==> src/rtl/hmc_pkg.sv <==
package hmc_pkg;
  // command codes: read codes, write codes carry bit 7
  localparam logic [7:0] CMD_RD_CTRL = 8'h01;
  localparam logic [7:0] CMD_RD_CMDST = 8'h02;
  localparam logic [7:0] CMD_WR_CTRL = 8'h81;
  localparam logic [7:0] CMD_WR_CMDST = 8'h82;
  // host_mode_control fields
  localparam int CTRL_FS_LSB = 6;
  localparam int CTRL_WCONN_BIT = 9;
  localparam int CTRL_WEN_BIT = 10;
  localparam logic [31:0] CTRL_RESET = 32'h0000_0000;
  // host_command_status fields
  localparam int CMDST_SRST_BIT = 0;
  localparam int CMDST_SOC_LSB = 16;
  localparam logic [31:0] CMDST_RESET = 32'h0000_0000;
  // functional state encoding
  typedef enum logic [1:0] {
    HMC_FS_RESET = 2'b00,
    HMC_FS_RESUME = 2'b01,
    HMC_FS_OPER = 2'b10,
    HMC_FS_SUSPEND = 2'b11
  } hmc_fs_e;
  // timing
  localparam int CLK_PERIOD_NS = 10;
  localparam int SOF_DELAY_NS = 1000000;
  localparam int SOF_DELAY_CYC = SOF_DELAY_NS / CLK_PERIOD_NS;
  localparam int SRST_MAX_NS = 10000;
  localparam int SRST_MAX_CYC = SRST_MAX_NS / CLK_PERIOD_NS;
  localparam logic [3:0] SRST_CYC = 4'h8;
  localparam int SOF_CNT_W = 17;
endpackage : hmc_pkg

==> src/rtl/hmc_regs.sv <==
`timescale 1ns/1ps
module hmc_regs #(
  parameter int SOF_DELAY_CYC = hmc_pkg::SOF_DELAY_CYC
) (
  input wire logic I_CLK_SYS,
  input wire logic I_RST,
  input wire logic [7:0] I_CMD,
  input wire logic I_RD,
  input wire logic I_WR,
  input wire logic [31:0] I_WDATA,
  input wire logic I_RESUME_SEEN_FLAG,
  input wire logic I_DOWNSTREAM_RESUME,
  input wire logic I_EOF,
  input wire logic I_PERIODIC_DONE,
  output logic [31:0] O_RDATA,
  output logic O_RDATA_VALID,
  output logic [1:0] O_HOST_FUNCTIONAL_STATE,
  output logic O_REMOTE_WAKE,
  output logic O_SOF_RUN,
  output logic O_OVERRUN_FLAG_SET,
  output logic O_ROOT_HUB_RESET,
  output logic O_SOFT_RESET_BUSY
);
  localparam int SRST_BOUND = hmc_pkg::SRST_MAX_CYC;

  hmc_pkg::hmc_fs_e fs_reg;
  hmc_pkg::hmc_fs_e fs_next;
  logic wen_reg, wen_next;
  logic wconn_reg, wconn_next;
  logic srst_reg, srst_next;
  logic [3:0] srst_cnt_reg, srst_cnt_next;
  logic [1:0] soc_reg, soc_next;
  logic resume_meta_reg, resume_sync_reg, resume_prev_reg;
  logic wake_reg;
  logic overrun_set_reg;
  logic rh_reset_reg;
  logic [31:0] rdata_reg, rdata_next;
  logic rvalid_reg;

  // command decode; control writes are held off while the soft reset runs
  wire wr_ctrl = I_WR && (I_CMD == hmc_pkg::CMD_WR_CTRL) && !srst_reg;
  wire wr_cmdst = I_WR && (I_CMD == hmc_pkg::CMD_WR_CMDST);
  wire rd_ctrl = (I_CMD == hmc_pkg::CMD_RD_CTRL);
  wire rd_cmdst = (I_CMD == hmc_pkg::CMD_RD_CMDST);
  wire srst_set = wr_cmdst && I_WDATA[hmc_pkg::CMDST_SRST_BIT];
  wire srst_done = srst_reg && (srst_cnt_reg == hmc_pkg::SRST_CYC - 4'h1);
  wire resume_rise = resume_sync_reg && !resume_prev_reg;
  wire overrun = I_EOF && !I_PERIODIC_DONE;
  wire [1:0] wr_fs = I_WDATA[hmc_pkg::CTRL_FS_LSB +: 2];

  // readback images, reserved bits zero
  wire [31:0] ctrl_word = (32'(wen_reg) << hmc_pkg::CTRL_WEN_BIT) | (32'(wconn_reg) << hmc_pkg::CTRL_WCONN_BIT)
    | (32'(fs_reg) << hmc_pkg::CTRL_FS_LSB);
  wire [31:0] cmdst_word = (32'(soc_reg) << hmc_pkg::CMDST_SOC_LSB)
    | (32'(srst_reg) << hmc_pkg::CMDST_SRST_BIT);

  assign fs_next = srst_reg ? hmc_pkg::HMC_FS_RESET :
    wr_ctrl ? hmc_pkg::hmc_fs_e'(wr_fs) :
    ((fs_reg == hmc_pkg::HMC_FS_SUSPEND) && resume_rise) ? hmc_pkg::HMC_FS_RESUME : fs_reg;
  assign wen_next = wr_ctrl ? I_WDATA[hmc_pkg::CTRL_WEN_BIT] : wen_reg;
  assign wconn_next = wr_ctrl ? I_WDATA[hmc_pkg::CTRL_WCONN_BIT] : wconn_reg;
  assign srst_next = srst_set || (srst_reg && !srst_done);
  assign srst_cnt_next = (srst_reg && !srst_done && !srst_set) ? srst_cnt_reg + 4'h1 : 4'h0;
  assign soc_next = srst_reg ? 2'h0 : overrun ? soc_reg + 2'h1 : soc_reg;
  assign rdata_next = rd_ctrl ? ctrl_word : rd_cmdst ? cmdst_word : 32'h0000_0000;

  hmc_sof_timer #(
    .SOF_DELAY_CYC(SOF_DELAY_CYC)
  ) i_hmc_sof_timer (
    .i_clk(I_CLK_SYS),
    .i_rst(I_RST),
    .i_run(fs_reg == hmc_pkg::HMC_FS_OPER),
    .o_expired(O_SOF_RUN)
  );

  always_ff @(posedge I_CLK_SYS or posedge I_RST) begin
    if (I_RST) begin
      fs_reg <= hmc_pkg::HMC_FS_RESET;
      wen_reg <= hmc_pkg::CTRL_RESET[hmc_pkg::CTRL_WEN_BIT];
      wconn_reg <= hmc_pkg::CTRL_RESET[hmc_pkg::CTRL_WCONN_BIT];
      srst_reg <= hmc_pkg::CMDST_RESET[hmc_pkg::CMDST_SRST_BIT];
      srst_cnt_reg <= 4'h0;
      soc_reg <= hmc_pkg::CMDST_RESET[hmc_pkg::CMDST_SOC_LSB +: 2];
    end else begin
      fs_reg <= fs_next;
      wen_reg <= wen_next;
      wconn_reg <= wconn_next;
      srst_reg <= srst_next;
      srst_cnt_reg <= srst_cnt_next;
      soc_reg <= soc_next;
    end
  end

  always_ff @(posedge I_CLK_SYS or posedge I_RST) begin
    if (I_RST) begin
      resume_meta_reg <= 1'b0;
      resume_sync_reg <= 1'b0;
      resume_prev_reg <= 1'b0;
      wake_reg <= 1'b0;
      overrun_set_reg <= 1'b0;
      rh_reset_reg <= 1'b1;
      rdata_reg <= 32'h0000_0000;
      rvalid_reg <= 1'b0;
    end else begin
      resume_meta_reg <= I_DOWNSTREAM_RESUME;
      resume_sync_reg <= resume_meta_reg;
      resume_prev_reg <= resume_sync_reg;
      wake_reg <= wen_reg && I_RESUME_SEEN_FLAG;
      overrun_set_reg <= overrun;
      rh_reset_reg <= 1'b0;
      rdata_reg <= rdata_next;
      rvalid_reg <= I_RD;
    end
  end

  assign O_RDATA = rdata_reg;
  assign O_RDATA_VALID = rvalid_reg;
  assign O_HOST_FUNCTIONAL_STATE = fs_reg;
  assign O_REMOTE_WAKE = wake_reg;
  assign O_OVERRUN_FLAG_SET = overrun_set_reg;
  assign O_ROOT_HUB_RESET = rh_reset_reg;
  assign O_SOFT_RESET_BUSY = srst_reg;
endmodule : hmc_regs

==> src/rtl/hmc_sof_timer.sv <==
`timescale 1ns/1ps
module hmc_sof_timer #(
  parameter int SOF_DELAY_CYC = hmc_pkg::SOF_DELAY_CYC
) (
  input wire logic i_clk,
  input wire logic i_rst,
  input wire logic i_run,
  output logic o_expired
);
  logic [hmc_pkg::SOF_CNT_W-1:0] cnt_reg;
  logic [hmc_pkg::SOF_CNT_W-1:0] cnt_next;
  logic expired_reg;
  logic expired_next;
  wire last_cnt = (cnt_reg == hmc_pkg::SOF_CNT_W'(SOF_DELAY_CYC - 1));

  // counts from entry to operational; any exit restarts the wait
  assign cnt_next = (!i_run || expired_reg) ? '0 : cnt_reg + hmc_pkg::SOF_CNT_W'(1);
  assign expired_next = i_run && (expired_reg || last_cnt);
  assign o_expired = expired_reg;

  always_ff @(posedge i_clk or posedge i_rst) begin
    if (i_rst) begin
      cnt_reg <= '0;
      expired_reg <= 1'b0;
    end else begin
      cnt_reg <= cnt_next;
      expired_reg <= expired_next;
    end
  end
endmodule : hmc_sof_timer

==> config.mk <==
export PLATFORM = sky130hd
export DESIGN_NAME = hmc_regs
export DESIGN_NICKNAME = d
export VERILOG_FILES = /design/src/rtl/hmc_pkg.sv /design/src/rtl/hmc_regs.sv /design/src/rtl/hmc_sof_timer.sv
export SDC_FILE = /design/constraint.sdc
export NUM_CORES = 1
export LEC_CHECK = 0
export ABC_AREA = 1
export BUFFER_PORTS_ARGS = -buffer_cell sky130_fd_sc_hd__buf_2
export CAP_MARGIN = 20
export CORE_MARGIN = 2
export CORE_UTILIZATION = 54
export CTS_BUF_LIST = sky130_fd_sc_hd__clkbuf_4 sky130_fd_sc_hd__clkbuf_8
export CTS_CLUSTER_SIZE = 25
export DETAILED_ROUTE_END_ITERATION = 6
export PLACE_DENSITY_LB_ADDON = 0.1
export SYNTH_ARGS = -nofsm -noshare
export SYNTH_HDL_FRONTEND = slang
export SYNTH_SLANG_ARGS = --single-unit
==> constraint.sdc <==
create_clock -name I_CLK_SYS -period 2.8 [get_ports I_CLK_SYS]
set_input_delay 0.14 -clock I_CLK_SYS [delete_from_list [all_inputs] [get_ports I_CLK_SYS]]
set_output_delay 0.14 -clock I_CLK_SYS [all_outputs]
set_load 0.02 [all_outputs]
==> flow_summary.json <==
{
  "status": "finished, violations left",
  "violations": "hold timing",
  "post_synthesis_cells": 254,
  "clock_skew_ns": 0.00751,
  "timing.critical_path.cells": "ha_1 -> nand2_1 -> nor2_4 -> nand2_2 -> nor2_1 -> nand2_1 -> nand2_1 -> nor2_1",
  "worst_hold_path_type": "primary input to async pin",
  "post_synth_instance_area_um2": 2150,
  "worstSkewPairLatency_ns": 0.29,
  "cp_slowest_stage_delay_ns": 0.39,
  "clock.fmax_mhz": 741,
  "synth_seq_cells": 43,
  "dp_worst_setup_slack_ns": 1.46,
  "placementRows": 22,
  "first_global_vias": 1541,
  "antenna_violating_nets_post_route": 0,
  "critPathMaxFanout": 5,
  "cts.path.max_buffers": 2,
  "hold_viol": 19,
  "start_kind": "flop",
  "synth.distinct_cells": 30,
  "buffer_ports.inserted": 35,
  "worst-setup-path-type": "flop to flop",
  "critical_path_most_common_cell": "sky130_fd_sc_hd__nand2_1",
  "critPathLaunch": "i_hmc_sof_timer.cnt_reg[0]",
  "setup.worst_path.end_class": "flop",
  "synth.avg_cell_area_um2": 8.48,
  "final_layout_size_suffix_gt1_share_pct": 20.9,
  "die_area_um2": 4510,
  "maxCapViolations": 0,
  "grt_max_degree": 23,
  "drt_wl_total_um": 3740,
  "grt_pass1_wl_um": 6490,
  "setup_viol_count_final": 0,
  "route.detailed.drc": 0,
  "max_slew.worst_pin.slew_ns": 0.804,
  "cts.root.buffer_cell": "sky130_fd_sc_hd__clkbuf_8",
  "area_growth_pct": 13.6,
  "setup_ws_ns": 1.45,
  "clkSinkCount": 43,
  "drt-pass1-iter-count": 5,
  "die-width_um": 67.2,
  "gr-total-overflow": 0,
  "power-per-cell-area_nw_per_um2": 536,
  "fp.coreArea_um2": 3740,
  "cts.repair.resized": 0,
  "num_io_pins": 88,
  "initial_utilization_pct": 57.6,
  "gpl.final_weighted_congestion": 0.876,
  "cts_setup_buffers": 0,
  "layout_min_cycle_time_ns": 1.35,
  "critical_path.reg2reg.startpoint": "i_hmc_sof_timer.cnt_reg[0]",
  "tritoncts": "done",
  "static-leakage-power_nw": 1.26,
  "antenna_found_initial": 0,
  "filler_cell_count": 345,
  "num_vias": 1615,
  "layout_worst_path_cycle_share_pct": 48.2,
  "place.detailed.hpwl_um": 2950,
  "detailedRoute.firstIterationViolations": 66,
  "vias_per_cell": 4.63,
  "detail_route.wl_per_cell_um": 10.7,
  "nets": 350,
  "tritoncts.num_buffers": 5,
  "crit_family": "simple AND/OR/NAND/NOR gates",
  "grtUsageTotal_pct": 19.2,
  "rsz0062_at_grt": "no",
  "drv_slew": 0,
  "num_antenna_cells": 0,
  "cp.arrival_ns": 1.55,
  "number_of_flip_flops_under_the_largest_register_name": 17,
  "maxSlewHeadroom_pct": 46.4,
  "clkSlewWorstSetupHoldPaths_ns": 0.08,
  "worst_path_max_delay_cell": "sky130_fd_sc_hd__dfrtp_1",
  "peakVddDrop_mv": 0.332,
  "yosysWarnings": 0,
  "ctsHtreeMaxLevel": 2,
  "critical_path_required_ns": 3.00,
  "sequential_fraction_of_the_synthesis_area_pct": 50.0,
  "die_h_um": 67.2,
  "path_buf_inv": 0,
  "post-layout-total-power_mw": 1.31,
  "worst_hold_slack_ns": -0.0118,
  "postCtsHoldBufs": 2,
  "totalNegativeSetupSlack_ns": 0
}
Yosys cell counts, drive strengths merged:
cell	count	area (um^2)
nand2	51	206
nor2	51	245
dfrtp	42	1050
inv	32	120
buf	25	188
nand3	12	65.1
a21oi	11	55.1
o21ai	10	53.8
nor3	4	25.0
ha	2	25.0
nand3b	2	15.0
nand4	2	12.5
o21a	2	15.0
o21bai	2	15.0
a31oi	1	6.26
conb	1	3.75
dfstp	1	26.3
or2	1	8.76
xnor2	1	8.76
xor2	1	8.76
path summary, 6_finish.rpt:
check / end / slack [ns] / cells after the start
max: i_hmc_sof_timer.cnt_reg[10] / 1.45 / 8
min: i_hmc_sof_timer.cnt_reg[9] / -0.01 / 2
max reg2reg: i_hmc_sof_timer.cnt_reg[10] / 1.45 / 8
min reg2reg: resume_sync_reg / 0.36 / 0
max in group asynchronous: O_RDATA[10] / 2.13 / 3
min in group I_CLK_SYS: O_REMOTE_WAKE / 0.03 / 3
area by class of cell:
class | count | area (um^2) | share of cell area, %
clock inverter | 2 | 35.0 | 1.43
sequential | 43 | 1080 | 44.0
timing repair buffer | 39 | 210 | 8.58
inverter | 32 | 120 | 4.91
tap | 48 | 60.1 | 2.45
clock buffer | 6 | 82.6 | 3.37
multi-input combinational | 179 | 863 | 35.3
routing by layer:
metal	global-route usage [%]	vias up	routed length [um]
met4	7.14	0	67
met2	33.5	41	1900
met3	5.83	9	183
met5	0	-	0
met1	22.3	734	1590
li1	-	831	-
where the power goes:
group	switching, mW	internal (mW)
Sequential	0.0192	0.652
Combinational	0.104	0.0435
Clock	0.206	0.289
per-stage QoR:
step / area (um^2) / std cells / utilization, %
floorplan: 2250 / 279 / -
global placement: 2310 / 339 / 61.7
detailed placement: 2310 / 339 / 61.7
CTS: 2450 / 349 / 65.4
global route: 2450 / 349 / 65.4
finish: 2450 / 349 / 65.4
worst reg2reg max path, cell delays in order (launching register included):
cell and delay (ns):
sky130_fd_sc_hd__dfrtp_1 0.39, sky130_fd_sc_hd__ha_1 0.18, sky130_fd_sc_hd__nand2_1 0.12, sky130_fd_sc_hd__nor2_4 0.16, sky130_fd_sc_hd__nand2_2 0.11, sky130_fd_sc_hd__nor2_1 0.13, sky130_fd_sc_hd__nand2_1 0.07, sky130_fd_sc_hd__nand2_1 0.05
sky130_fd_sc_hd__nor2_1 0.04
layout by cell type, fill, tap and decap left out, drive strengths merged, types with 6 or more instances in the layout:
cell type and count:
a21oi 11, buf 37, clkbuf 6, conb 26, dfrtp 42, inv 32, nand2 51, nand3 12
nor2 51, o21ai 10
kinds of logic after synthesis:
family / count (synthesis) / synth area share [%]
compound gates: 26 / 6.74
xor+xnor: 2 / 0.813
fa+ha+maj: 2 / 1.16
buf+inv: 57 / 14.3
flops: 43 / 50.0
other cells: 1 / 0.174
simple gates: 123 / 26.8
No activity file was read; power rests on OpenSTA's default activity.
